## src/inc/glue_pkg.sv

```systemverilog
// Constants for the single-board glue logic
package glue_pkg;
    localparam int ADDR_W = 16;
    localparam int DATA_W = 8;
    // Top 8K for device registers and the ROM window, RAM below 56K
    localparam logic [15:0] DEV_BASE = 16'he000;
    localparam logic [2:0] DEV_TOP_BITS = 3'h7;
    // Device register offsets inside the reserved region
    localparam logic [12:0] OFS_PORT_A_DATA = 13'h0000;
    localparam logic [12:0] OFS_PORT_B_DATA = 13'h0001;
    localparam logic [12:0] OFS_PORT_A_DIR = 13'h0002;
    localparam logic [12:0] OFS_PORT_B_DIR = 13'h0003;
    localparam logic [12:0] OFS_IRQ_STAT = 13'h0004;
    localparam logic [12:0] OFS_IRQ_MASK = 13'h0005;
    localparam logic [12:0] OFS_TICK_ACK = 13'h0006;
    // ROM window and the fixed start location
    localparam logic [15:0] ROM_BASE = 16'hfc00;
    localparam logic [15:0] START_ADDR = 16'hfc00;
    localparam int N_IRQ_LINES = 4;
    localparam int N_IO = 16;
    // Refresh tick period
    localparam int REFRESH_PERIOD_US = 1000;
    localparam int CLK_MHZ = 250;
    localparam int REFRESH_CYCLES = REFRESH_PERIOD_US * CLK_MHZ;
    localparam int POR_HOLD_US = 10000;
    localparam int POR_CYCLES = POR_HOLD_US * CLK_MHZ;
    // Strap codes for the interval
    localparam logic [2:0] RATE_1X = 3'h0;
    localparam logic [2:0] RATE_2X = 3'h1;
    localparam logic [2:0] RATE_4X = 3'h2;
    localparam logic [2:0] RATE_8X = 3'h3;
    localparam logic [2:0] RATE_16X = 3'h4;
    localparam logic [2:0] RATE_EXT = 3'h5;
    localparam logic [7:0] RESET_BYTE = 8'h00;
endpackage

```

## src/hdl/glue_logic.sv

```systemverilog
// Address decode, refresh timer, power-on reset and I/O pool of the board
`timescale 1ns/1ns
// Function
// RL1: Devices stay idle unless their own address and control are both present.
// RL2: Each region decodes its own address; no central select lines exist. Here one decode drives ram_sel_out, rom_sel_out and dev_sel_out.
// RL3: Device registers are plain memory locations, any access reaches them.
// RL4: Top 8K holds device registers; memory is confined to lower 56K. Here the top 1K of it, from ROM_BASE up, selects the ROM.
// RL5: Bus has eight data lines, sixteen address lines and control lines.
// RL6: Board generates the memory refresh tick, also the interrupt timebase.
// RL7: Periodic interrupt raised at an interval derived from 1 ms refresh.
// RL8: Interval selectable as one, two, four, eight or sixteen refresh periods.
// RL9: Wire strap picks the rate; an external source may supply the interval.
// RL10: Processor held in reset after power-up until the supply settles.
// RL11: After reset, execution starts at a fixed location in the ROM.
// RL12: Sixteen programmable I/O lines and four interrupt request lines.
// RL13: Periodic interrupt stays asserted until software acknowledges by access.
// RL14: Reset hold is a parameterised cycle count after power good.
module glue_logic
    import glue_pkg::*;
#(
    parameter int REFRESH_CNT = glue_pkg::REFRESH_CYCLES,
    parameter int POR_CNT = glue_pkg::POR_CYCLES
) (
    // Clock, reset, enable
    input wire logic core_clk_in,
    input wire logic rst_in,
    input wire logic clk_en_in,
    // Power and straps
    input wire logic power_good_in,
    input wire logic [2:0] rate_strap_in,
    input wire logic ext_tick_in,
    // Processor bus
    input wire logic [glue_pkg::ADDR_W-1:0] bus_addr_in,
    input wire logic [glue_pkg::DATA_W-1:0] bus_data_in,
    output logic [glue_pkg::DATA_W-1:0] bus_data_out,
    output logic bus_data_oe_out,
    input wire logic bus_valid_in,
    input wire logic bus_rw_in,
    // Selects and reset toward the host processor
    output logic ram_sel_out,
    output logic rom_sel_out,
    output logic dev_sel_out,
    output logic host_processor_reset_out,
    output logic [glue_pkg::ADDR_W-1:0] start_addr_out,
    output logic refresh_tick_out,
    output logic host_processor_irq_out,
    // Programmable I/O
    input wire logic [glue_pkg::N_IO-1:0] io_in,
    output logic [glue_pkg::N_IO-1:0] io_out,
    output logic [glue_pkg::N_IO-1:0] io_oe_out,
    input wire logic [glue_pkg::N_IRQ_LINES-1:0] irq_line_in
);
    import glue_pkg::*;

    logic [31:0] ref_cnt_r, ref_cnt_nxt;
    logic [3:0] div_r, div_nxt;
    logic tick_r, tick_nxt;
    logic ext_d_r, ext_d_nxt;
    logic tick_irq_r, tick_irq_nxt;
    logic [31:0] por_cnt_r, por_cnt_nxt;
    logic por_hold_r, por_hold_nxt;
    logic [N_IO-1:0] io_data_r, io_data_nxt;
    logic [N_IO-1:0] io_dir_r, io_dir_nxt;
    logic [N_IRQ_LINES-1:0] irq_stat_r, irq_stat_nxt;
    logic [N_IRQ_LINES-1:0] irq_mask_r, irq_mask_nxt;
    logic [DATA_W-1:0] rd_data_r, rd_data_nxt;
    logic rd_oe_r, rd_oe_nxt;
    logic in_dev, dev_acc, rd, wr, div_hit, sel_tick, ack;
    logic [12:0] ofs;

    // Decode from the common address; region chosen by its own bits
    assign in_dev = (bus_addr_in[15:13] == DEV_TOP_BITS); // [RL4] [RL2]
    assign ofs = bus_addr_in[12:0];
    assign dev_acc = bus_valid_in && in_dev && !por_hold_r; // [RL1]
    // ROM reads leave the data bus to the ROM board
    assign rd = dev_sel_out && bus_rw_in; // [RL3] [RL1]
    assign wr = dev_sel_out && !bus_rw_in; // [RL3]
    assign ram_sel_out = bus_valid_in && !in_dev && !por_hold_r; // [RL1] [RL4]
    assign rom_sel_out = dev_acc && (bus_addr_in >= ROM_BASE); // [RL11]
    assign dev_sel_out = dev_acc && (bus_addr_in < ROM_BASE);
    assign ack = dev_acc && (ofs == OFS_TICK_ACK); // [RL13]

    always_comb begin
        case (rate_strap_in) // [RL8] [RL9]
            RATE_1X: div_hit = 1'b1;
            RATE_2X: div_hit = (div_r[0] == 1'b1);
            RATE_4X: div_hit = (div_r[1:0] == 2'h3);
            RATE_8X: div_hit = (div_r[2:0] == 3'h7);
            RATE_16X: div_hit = (div_r == 4'hf);
            default: div_hit = 1'b0;
        endcase
    end

    always_comb begin
        ref_cnt_nxt = ref_cnt_r;
        div_nxt = div_r;
        tick_nxt = 1'b0;
        ext_d_nxt = ext_tick_in;
        sel_tick = 1'b0;
        // Free-running refresh tick each 1 ms
        if (ref_cnt_r == 32'(REFRESH_CNT - 1)) begin // [RL6] [RL7]
            ref_cnt_nxt = 32'h0;
            tick_nxt = 1'b1;
        end else begin
            ref_cnt_nxt = ref_cnt_r + 32'h1;
        end
        if (tick_r) begin
            div_nxt = div_r + 4'h1;
            sel_tick = div_hit;
        end
        if (rate_strap_in == RATE_EXT) begin // [RL9]
            sel_tick = ext_tick_in && !ext_d_r;
        end
        // Set beats acknowledge in the same cycle
        tick_irq_nxt = tick_irq_r;
        if (ack) begin
            tick_irq_nxt = 1'b0;
        end
        if (sel_tick) begin // [RL13]
            tick_irq_nxt = 1'b1;
        end
    end

    always_comb begin
        por_cnt_nxt = por_cnt_r;
        por_hold_nxt = por_hold_r;
        // Counting restarts whenever power dips
        if (!power_good_in) begin // [RL14]
            por_cnt_nxt = 32'h0;
            por_hold_nxt = 1'b1;
        end else if (por_cnt_r == 32'(POR_CNT - 1)) begin // [RL10]
            por_hold_nxt = 1'b0;
        end else begin
            por_cnt_nxt = por_cnt_r + 32'h1;
        end
    end

    always_comb begin
        io_data_nxt = io_data_r;
        io_dir_nxt = io_dir_r;
        irq_mask_nxt = irq_mask_r;
        irq_stat_nxt = irq_stat_r;
        rd_data_nxt = RESET_BYTE;
        rd_oe_nxt = 1'b0;
        if (wr) begin
            case (ofs)
                OFS_PORT_A_DATA: io_data_nxt[7:0] = bus_data_in;
                OFS_PORT_B_DATA: io_data_nxt[15:8] = bus_data_in;
                OFS_PORT_A_DIR: io_dir_nxt[7:0] = bus_data_in;
                OFS_PORT_B_DIR: io_dir_nxt[15:8] = bus_data_in;
                OFS_IRQ_STAT: irq_stat_nxt = irq_stat_r & ~bus_data_in[3:0];
                OFS_IRQ_MASK: irq_mask_nxt = bus_data_in[3:0];
                default: irq_stat_nxt = irq_stat_r;
            endcase
        end
        irq_stat_nxt = irq_stat_nxt | irq_line_in; // [RL12]
        if (rd) begin // [RL3]
            rd_oe_nxt = 1'b1;
            case (ofs)
                OFS_PORT_A_DATA: rd_data_nxt = (io_in[7:0] & ~io_dir_r[7:0])
                    | (io_data_r[7:0] & io_dir_r[7:0]);
                OFS_PORT_B_DATA: rd_data_nxt = (io_in[15:8] & ~io_dir_r[15:8])
                    | (io_data_r[15:8] & io_dir_r[15:8]);
                OFS_PORT_A_DIR: rd_data_nxt = io_dir_r[7:0];
                OFS_PORT_B_DIR: rd_data_nxt = io_dir_r[15:8];
                OFS_IRQ_STAT: rd_data_nxt = {3'h0, tick_irq_r, irq_stat_r};
                OFS_IRQ_MASK: rd_data_nxt = {4'h0, irq_mask_r};
                default: rd_data_nxt = RESET_BYTE;
            endcase
        end
    end

    // Timer group: refresh count, rate divider and tick interrupt
    always_ff @(posedge core_clk_in) begin
        if (rst_in) begin
            ref_cnt_r <= 32'h0;
            div_r <= 4'h0;
            tick_r <= 1'b0;
            ext_d_r <= 1'b0;
            tick_irq_r <= 1'b0;
        end else if (clk_en_in) begin
            ref_cnt_r <= ref_cnt_nxt;
            div_r <= div_nxt;
            tick_r <= tick_nxt;
            ext_d_r <= ext_d_nxt;
            tick_irq_r <= tick_irq_nxt;
        end
    end

    // Power-on hold group
    always_ff @(posedge core_clk_in) begin
        if (rst_in) begin
            por_cnt_r <= 32'h0;
            por_hold_r <= 1'b1;
        end else if (clk_en_in) begin
            por_cnt_r <= por_cnt_nxt;
            por_hold_r <= por_hold_nxt;
        end
    end

    // Device registers and read data group
    always_ff @(posedge core_clk_in) begin
        if (rst_in) begin
            io_data_r <= 16'h0000;
            io_dir_r <= 16'h0000;
            irq_stat_r <= 4'h0;
            irq_mask_r <= 4'h0;
            rd_data_r <= RESET_BYTE;
            rd_oe_r <= 1'b0;
        end else if (clk_en_in) begin
            io_data_r <= io_data_nxt;
            io_dir_r <= io_dir_nxt;
            irq_stat_r <= irq_stat_nxt;
            irq_mask_r <= irq_mask_nxt;
            rd_data_r <= rd_data_nxt;
            rd_oe_r <= rd_oe_nxt;
        end
    end

    assign bus_data_out = rd_data_r; // [RL5]
    assign bus_data_oe_out = rd_oe_r;
    assign host_processor_reset_out = por_hold_r; // [RL10]
    assign start_addr_out = START_ADDR; // [RL11]
    assign refresh_tick_out = tick_r; // [RL6]
    assign host_processor_irq_out = tick_irq_r || |(irq_stat_r & irq_mask_r); // [RL7] [RL12]
    assign io_out = io_data_r; // [RL12]
    assign io_oe_out = io_dir_r;
endmodule // glue_logic

```

## config.mk

```make
export PLATFORM = sky130hd
export DESIGN_NAME = glue_logic
export DESIGN_NICKNAME = d
export VERILOG_FILES = /design/src/inc/glue_pkg.sv /design/src/hdl/glue_logic.sv
export SDC_FILE = /design/constraint.sdc
export NUM_CORES = 1
export LEC_CHECK = 0
export CAP_MARGIN = 10
export CORE_ASPECT_RATIO = 1.75
export CORE_MARGIN = 3
export CORE_UTILIZATION = 64
export CTS_CLUSTER_SIZE = 14
export DETAILED_ROUTE_END_ITERATION = 8
export DONT_BUFFER_PORTS = 1
export GPL_TIMING_DRIVEN = 0
export PLACE_DENSITY_LB_ADDON = 0.3
export SYNTH_ARGS = -nofsm -noshare
export SYNTH_HDL_FRONTEND = slang
export SYNTH_SLANG_ARGS = --single-unit
```

## constraint.sdc

```tcl
create_clock -name core_clk_in -period 3.4 [get_ports core_clk_in]
set_clock_uncertainty 0.15 [all_clocks]
set_input_delay 1.02 -clock core_clk_in [delete_from_list [all_inputs] [get_ports core_clk_in]]
set_output_delay 1.02 -clock core_clk_in [all_outputs]
set_load 0.005 [all_outputs]
```

# Word level (Yosys, flattened, before mapping)
# Index checks and enable logic that the tools add are counted.
# totals
register_bits,121
inputBits,54
out_inout_bits,63
word_cells,95
# op_classes
addsub,3
n_lt_le_gt_ge,2
eq_ne,19
mux,16
n_bitwise,12
n_reduce_logical,28
# ops
operator,n
32-bit two-way mux,3
32-bit by 1-bit adder with 32-bit output (second input constant),2
8-bit one-hot mux with 6 select lines,1
13-bit by 3-bit equality test with 1-bit output (second input constant),3
8-bit bitwise AND,4
32-bit by 18-bit equality test with 1-bit output (second input constant),1
32-bit by 22-bit equality test with 1-bit output (second input constant),1
13-bit by 2-bit equality test with 1-bit output (second input constant),2
16-bit greater-or-equal comparator (second input constant),1
16-bit < comparator (second input constant),1
8-bit NOT,2
8-bit OR,2
3-bit AND reduction,5
13-bit by 1-bit equality test with 1-bit output (second input constant),1
13-bit zero test,1
3-bit equality test (second input constant),4
1-bit logical AND,10
4-bit bitwise AND,2
1-bit two-way mux,8
4-bit two-way mux,2
8-bit two-way mux,1
2-bit AND reduction,4
3-bit by 2-bit equality test with 1-bit output (second input constant),2
1-bit one-hot mux with 5 select lines,1
other kinds (13),16

# Longest topological paths before layout
# Gate-level depths: netlist of run 1.
# logic_depth
depth_word,7
ltp_mapped,8
ltp_nobuf,7

# Worst setup path after synthesis of run 1
# OpenSTA, ideal clock, no wires.
# synth_timing
path_kind,in2reg
startpoint,input port bus_addr_in[12] (netlist name)
endpoint,"register rd_data_r[0], in the netlist bus_data_out[0]"
setup_time_ns,0.092
t_arrival_ns,2.608
required_time_ns,3.158
slack_ns,0.549
path_stages,5
n_path_buf,1
cell_sequence,or3_1 clkbuf_1 or4b_1 or4_4 o32ai_1
# synth_via
elab_chain_len,4
elab_cells_between_ends,11
classes_between,order compare: 1; eq/ne: 5; mux: 2; reduce/logical: 3
# synth_rtl
item,line,source
start: declaration,glue_logic.sv:33,"input wire logic [glue_pkg::ADDR_W-1:0] bus_addr_in,"
16-bit < comparator,glue_logic.sv:80,assign dev_sel_out = dev_acc && (bus_addr_in < ROM_BASE);
1-bit logical AND,glue_logic.sv:80,
1-bit logical AND,glue_logic.sv:76,assign rd = dev_sel_out && bus_rw_in;
8-bit two-way mux *,glue_logic.sv:157,if (rd) begin
end signal: assignment,glue_logic.sv:215,rd_data_r <= rd_data_nxt;
end: declaration,glue_logic.sv:66,"logic [DATA_W-1:0] rd_data_r, rd_data_nxt;"
# Every way passes the cells marked *; elsewhere a longest branch is shown, timed or not.
# A chain may end at the register's enable or synchronous reset.

# Worst setup path after layout of run 1
# layout_timing
startpoint,register por_cnt_r[0]
endpoint,register por_cnt_r[3]
# layout_via
elab_chain_len,3
elab_cells_between_ends,6
classes_between,add/sub: 1; eq/ne: 2; mux: 2; reduce/logical: 1
# layout_rtl
item,line,source
start: declaration,glue_logic.sv:60,"logic [31:0] por_cnt_r, por_cnt_nxt;"
start signal: assignment,glue_logic.sv:196,por_cnt_r <= por_cnt_nxt;
32-bit by 1-bit adder with 32-bit output / 32-bit by 22-bit equality test with 1-bit output (equally long branches),"glue_logic.sv:134, glue_logic.sv:131",
32-bit two-way mux / 2-bit != test (equally long branches),-,
32-bit two-way mux / 2-bit AND reduction (equally long branches),-,
# Several ways; a longest one is shown, not always the timed one. The select of a mux whose other input is x is not followed.

==> results.yml, run 1 <==
clock_network:
  htree_levels: 4
  tritoncts: "yes"
  root_buffer: "clkbuf_16"
  clock_path_buffers: 2
  hold_buffers: 0
  clk_pin_slew_ns: 0.06
  clkLatencyLatePin_ns: 0.42
  numClockSinks: 121
  cts_made_buffers: 17
  cts_resized: 0
  postCtsSetupRepairBufs: 0
cells_and_area:
  area_growth_pct: 13.4
  mostFrequentLayoutCell: "dfxtp_1"
  fin_cells: 881
  final_cell_mix: "dfxtp_1, nor2_1, nand2_1, a21oi_1, mux2i_1"
  fin_nets: 807
  drive_gt1_frac: 0.0907
  n_antenna_cell: 0
sta:
  finalCritPeriodShare: 0.894
  worst_pin_slew_ns: 0.886
  setup_viol: 0
  finalHoldViolCount: 0
  period_needed_ns: 3.04
  slew_headroom: 0.406
  rsz0062_at_grt: "no"
  maxClockFrequency_ghz: 0.329
  finalSetupTns_ns: 0
  drv_slew: 0
worst_setup_path:
  cp.depth: 8
  crit_required_ns: 3.53
  startpoint: "por_cnt_r[0]$_SDFFE_PP0P_"
  crit_family: "simple AND/OR/NAND/NOR gates"
  r2r_start: "por_cnt_r[0]$_SDFFE_PP0P_"
  path_buf_inv: 2
  crit_top_cell: "clkbuf_1"
  critPathKind: "reg -> reg"
  cp_max_fo: 10
  slowest_stage: "o31ai_1"
  worstPathCellList: "ha_1 -> clkbuf_1 -> nor4b_1 -> nand4_1 -> o31ai_1 -> clkbuf_1 -> or3_1 -> a21oi_1"
  ff2ff_path_depth: 8
  max_stage_delay_ns: 0.57
  arrival_ns: 3.17
  cp-end-kind: "flop"
  cp-start-kind: "flop"
yosys:
  synth_top_flop_cell: "dfxtp_1"
  synth_top_cell_by_area: "dfxtp_1"
  netlist_instances: 716
  synth_edf_count: 0
  synth_warnings: 0
  synth_area_per_cell_um2: 8.39
  yosysTopAreaCellShare: 0.403
  ys_seq_area_frac: 0.403
  netlist_area_mm2: 0.00601
  ys_types: 59
  synthArstFlopShare: 0
  synth_area_leaders: "dfxtp_1, mux2i_1, nor2_1"
  synth-seq-cells: 121
detailed_routing:
  drt_iter0_drc: 422
  vias: 5675
  routed_wl_mm: 16.7
  drc: 0
  drt-pass1-iter-count: 5
  ant_nets: 0
  routedWlPerCell_um: 19.0
  vias_per_cell: 6.44
outcome:
  status: "complete, no violations"
floorplan:
  die_w_um: 79.2
  dieHeight_um: 134
  core_mm2: 0.00909
  boundaryPins: 117
  rows: 46
  dieArea_mm2: 0.0106
  start_util: 0.660
global_route:
  grt_overflow: 0
  grt_first_pass_wirelength_mm: 26.2
  antenna_found_initial: 0
  grtUsageTotal: 0.314
  grt_pass1_vias: 5655
  grt_max_degree: 17
place:
  dpl.cell_count: 850
  port_buffers: 0
  dp_hpwl_mm: 12.1
  gp_congestion: 0.971
power_and_ir_drop:
  vdd_ir_drop_max_v: 0.000458
  leakagePower_nw: 2.42
  cellPowerDensity_mw_per_mm2: 500
run:
  maxCapViolCount: 0
min_path:
  min_path_cells: 2
  hold_class: "reg -> reg"
  min_from: "div_r[1]$_SDFFE_PP0P_"
[Yosys cell counts (4+ instances only)]
master,instances
a311oi_1,4
and3_1,12
nor3b_1,4
nand4_1,27
nor4b_1,6
inv_1,12
a22o_1,4
o32ai_1,6
buf_1,5
or3_1,22
xor2_1,18
nor2_1,93
dfxtp_1,121
and4_1,9
or2_2,4
ha_1,4
a21oi_1,42
o21ai_0,35
mux2i_1,39
nor3_1,21
nand2_1,51
a211oi_1,4
buf_4,17
nor4_1,16
nor2b_1,5
o211ai_1,4
xnor2_1,22
nand3_1,32
clkbuf_1,27
[layout make-up]
class	instances	area [µm²]
flip-flops and latches	121	2420
multi-input cells	543	3320
well taps	120	150
fillers	694	2280
inverters	14	52.6
clock inverters	11	148
plain buffers	52	263
clock buffers	20	457
[cell families after synthesis]
| family | share of synthesized area |
|---|---|
| AO/OA/AOI/OAI | 0.118 |
| XOR/XNOR | 0.0583 |
| adder cells (fa/ha/maj) | 0.00833 |
| buffers and inverters | 0.0525 |
| flip-flops | 0.403 |
| multiplexers | 0.0650 |
| other | 0.00125 |
| AND/OR/NAND/NOR | 0.293 |
[per-stage QoR]
step                instance area [µm²]  hold WS (ns)  setup WS, ns  power, mW   util
global route                       6810         0.362        0.0569       3.47  0.749
CTS                                6810         0.343         0.404       3.39  0.749
finish                             6810         0.356         0.362       3.40  0.749
floorplan                          6060         0.301         0.549       1.56      -
detailed placement                 6210         0.336         0.145       1.59  0.683
global placement                   6210         0.315         0.206       1.59  0.683
[power by group]
group	total [mW]	internal, mW	switching (mW)
registers	1.44	1.43	0.00964
clock network	1.84	1.18	0.654
logic	0.129	0.0438	0.0851
[flip-flops by register name, indices dropped and copies added (netlist names)]
register                  count
io_out                       16
por_cnt_r                    32
ref_cnt_r                    32
irq_mask_r                    4
tick_irq_r                    1
bus_data_out                  8
div_r                         4
refresh_tick_out              1
io_oe_out                    16
ext_d_r                       1
host_processor_reset_out      1
irq_stat_r                    4
bus_data_oe_out               1
[tightest hold or removal path: stages, from the launching register on]
cell     delay, ns
dfxtp_1       0.33
nand2_1       0.07
a21oi_1       0.06
[final timing paths]
check | endpoint | slack, ns
setup / recovery | por_cnt_r[3]$_SDFFE_PP0P_ | 0.36
hold / removal | div_r[1]$_SDFFE_PP0P_ | 0.36
setup reg to reg | por_cnt_r[3]$_SDFFE_PP0P_ | 0.36
hold reg to reg | div_r[1]$_SDFFE_PP0P_ | 0.36
[metal layers]
metal  share of wire  track usage  vias to the layer above
met5               0            0                        -
met2            0.53        0.577                      321
met4           0.058        0.194                        0
met1            0.34        0.295                     2634
li1                -            -                     2635
met3           0.077       0.0934                       85
(Power assumes the default switching activity.)
==> inputs of run 2 (changes only) <==
--- a/config.mk
+++ b/config.mk
@@ -8,12 +8,14 @@
 export CAP_MARGIN = 10
 export CORE_ASPECT_RATIO = 1.75
 export CORE_MARGIN = 3
-export CORE_UTILIZATION = 64
+export CORE_UTILIZATION = 65
+export CTS_BUF_LIST = sky130_fd_sc_hd__clkbuf_2
 export CTS_CLUSTER_SIZE = 14
 export DETAILED_ROUTE_END_ITERATION = 8
 export DONT_BUFFER_PORTS = 1
 export GPL_TIMING_DRIVEN = 0
 export PLACE_DENSITY_LB_ADDON = 0.3
+export SLEW_MARGIN = 20
 export SYNTH_ARGS = -nofsm -noshare
 export SYNTH_HDL_FRONTEND = slang
 export SYNTH_SLANG_ARGS = --single-unit
==> results.yml, run 2 (synthesized netlist as in run 1, its figures left out) <==
outcome:
  status: "complete, no violations"
global_route:
  antenna_found_initial: 0
  grt_first_pass_wirelength_mm: 25.8
  grt_max_degree: 17
  grtUsageTotal: 0.310
  grt_overflow: 0
  grt_pass1_vias: 5592
worst_setup_path:
  crit_top_cell: "clkbuf_1"
  worstPathCellList: "ha_1 -> clkbuf_1 -> nor4b_1 -> nand4_1 -> o31ai_1 -> clkbuf_1 -> o21ai_0 -> a21oi_1"
  arrival_ns: 3.67
  cp_max_fo: 10
  slowest_stage: "o31ai_1"
  cp-end-kind: "flop"
  cp-start-kind: "flop"
  crit_required_ns: 3.87
  critPathKind: "reg -> reg"
  max_stage_delay_ns: 0.62
sta:
  finalCritPeriodShare: 0.940
  fin_hold_ws_ns: 0.253
  drv_slew: 0
  finalSetupTns_ns: 0
  setup_viol: 0
  maxClockFrequency_ghz: 0.313
  slew_headroom: 0.400
  worst_pin_slew_ns: 0.896
  rsz0062_at_grt: "no"
  period_needed_ns: 3.20
  finalHoldViolCount: 0
clock_network:
  cts_made_buffers: 17
  clock_path_buffers: 2
  clk_pin_slew_ns: 0.18
  clkLatencyLatePin_ns: 0.69
  tritoncts: "yes"
  htree_levels: 4
  root_buffer: "clkbuf_2"
  numClockSinks: 121
  hold_buffers: 0
  postCtsSetupRepairBufs: 0
  cts_resized: 0
min_path:
  hold_class: "in -> reg"
detailed_routing:
  drt-pass1-iter-count: 6
  routedWlPerCell_um: 18.3
  vias: 5597
  routed_wl_mm: 16.1
  vias_per_cell: 6.37
  drt_iter0_drc: 372
  drc: 0
  ant_nets: 0
floorplan:
  start_util: 0.679
  dieHeight_um: 133
  boundaryPins: 117
  rows: 45
  die_w_um: 78.7
  core_mm2: 0.00884
  dieArea_mm2: 0.0105
place:
  gp_congestion: 0.916
  port_buffers: 0
  dp_hpwl_mm: 12.2
cells_and_area:
  n_antenna_cell: 0
  nFillCells: 691
  area_growth_pct: 7.71
  mostFrequentLayoutCell: "dfxtp_1"
  fin_nets: 807
  drive_gt1_frac: 0.0932
  final_cell_mix: "dfxtp_1, nor2_1, nand2_1, a21oi_1, mux2i_1"
  reg.largest.list: "por_cnt_r (32), ref_cnt_r (32)"
power_and_ir_drop:
  power_mw: 2.55
  cellPowerDensity_mw_per_mm2: 394
  vdd_ir_drop_max_v: 0.000364
  leakagePower_nw: 2.29
run:
  maxCapViolCount: 0
[run 2: cell count changes in the layout (fill, tap and decap cells not counted)]
cell       previous run  this run
clkbuf_1             28        27
clkbuf_16            17         0
clkbuf_2              0        18
clkbuf_8              2         0
clkinv_4              2         3
inv_6                 0         2
[run 2: path summary, 6_finish.rpt]
| path | start | end | slack [ns] | cells past startpoint |
|---|---|---|---|---|
| worst max-delay path | por_cnt_r[0]$_SDFFE_PP0P_ | por_cnt_r[3]$_SDFFE_PP0P_ | 0.20 | 8 |
| worst min-delay path | bus_data_in[1] | irq_stat_r[1]$_SDFFE_PP0P_ | 0.25 | 1 |
| worst max register to register | por_cnt_r[0]$_SDFFE_PP0P_ | por_cnt_r[3]$_SDFFE_PP0P_ | 0.20 | 8 |
| worst min register to register | div_r[2]$_SDFFE_PP0P_ | div_r[2]$_SDFFE_PP0P_ | 0.36 | 2 |
[run 2: cell type report]
| cell class | count | area (µm²) | share of cell area |
|---|---|---|---|
| plain buffers | 52 | 263 | 0.0406 |
| clock buffers | 18 | 90.1 | 0.0139 |
| clock inverters | 14 | 174 | 0.0269 |
| inverters | 14 | 52.6 | 0.00812 |
| multi-input cells | 543 | 3320 | 0.513 |
| flip-flops and latches | 121 | 2420 | 0.374 |
| well taps | 117 | 146 | 0.0226 |
[run 2: worst max-delay path, delay by kind of cell, from the launching register on]
kind,cells,cell delay [ns]
compound gates,3,0.96
fa+ha+maj,1,0.16
buf+inv,2,0.70
flops,1,0.42
simple gates,2,0.76
[run 2: report_power, final]
part	total [mW]	switching, mW	internal (mW)	leakage (nW)
clock	0.985	0.568	0.417	0.147
sequential	1.44	0.00985	1.43	0.976
combinational	0.128	0.0842	0.0439	1.16
[run 2: layer usage]
layer  track usage  routed length (µm)  vias to the layer above
li1              -                   -                     2637
met1         0.282                5370                     2622
met2         0.577                8640                      270
met3         0.103                1180                       68
met4         0.183                 876                        0
met5             0                   0                        -
[run 2: per-stage QoR]
stage	util	std cells	setup WS [ns]	area (µm²)
detailed placement	0.702	847	0.100	6200
global placement	0.702	847	0.244	6200
global route	0.732	879	0.0439	6470
CTS	0.732	879	0.308	6470
floorplan	-	730	0.549	6060
finish	0.732	879	0.202	6470
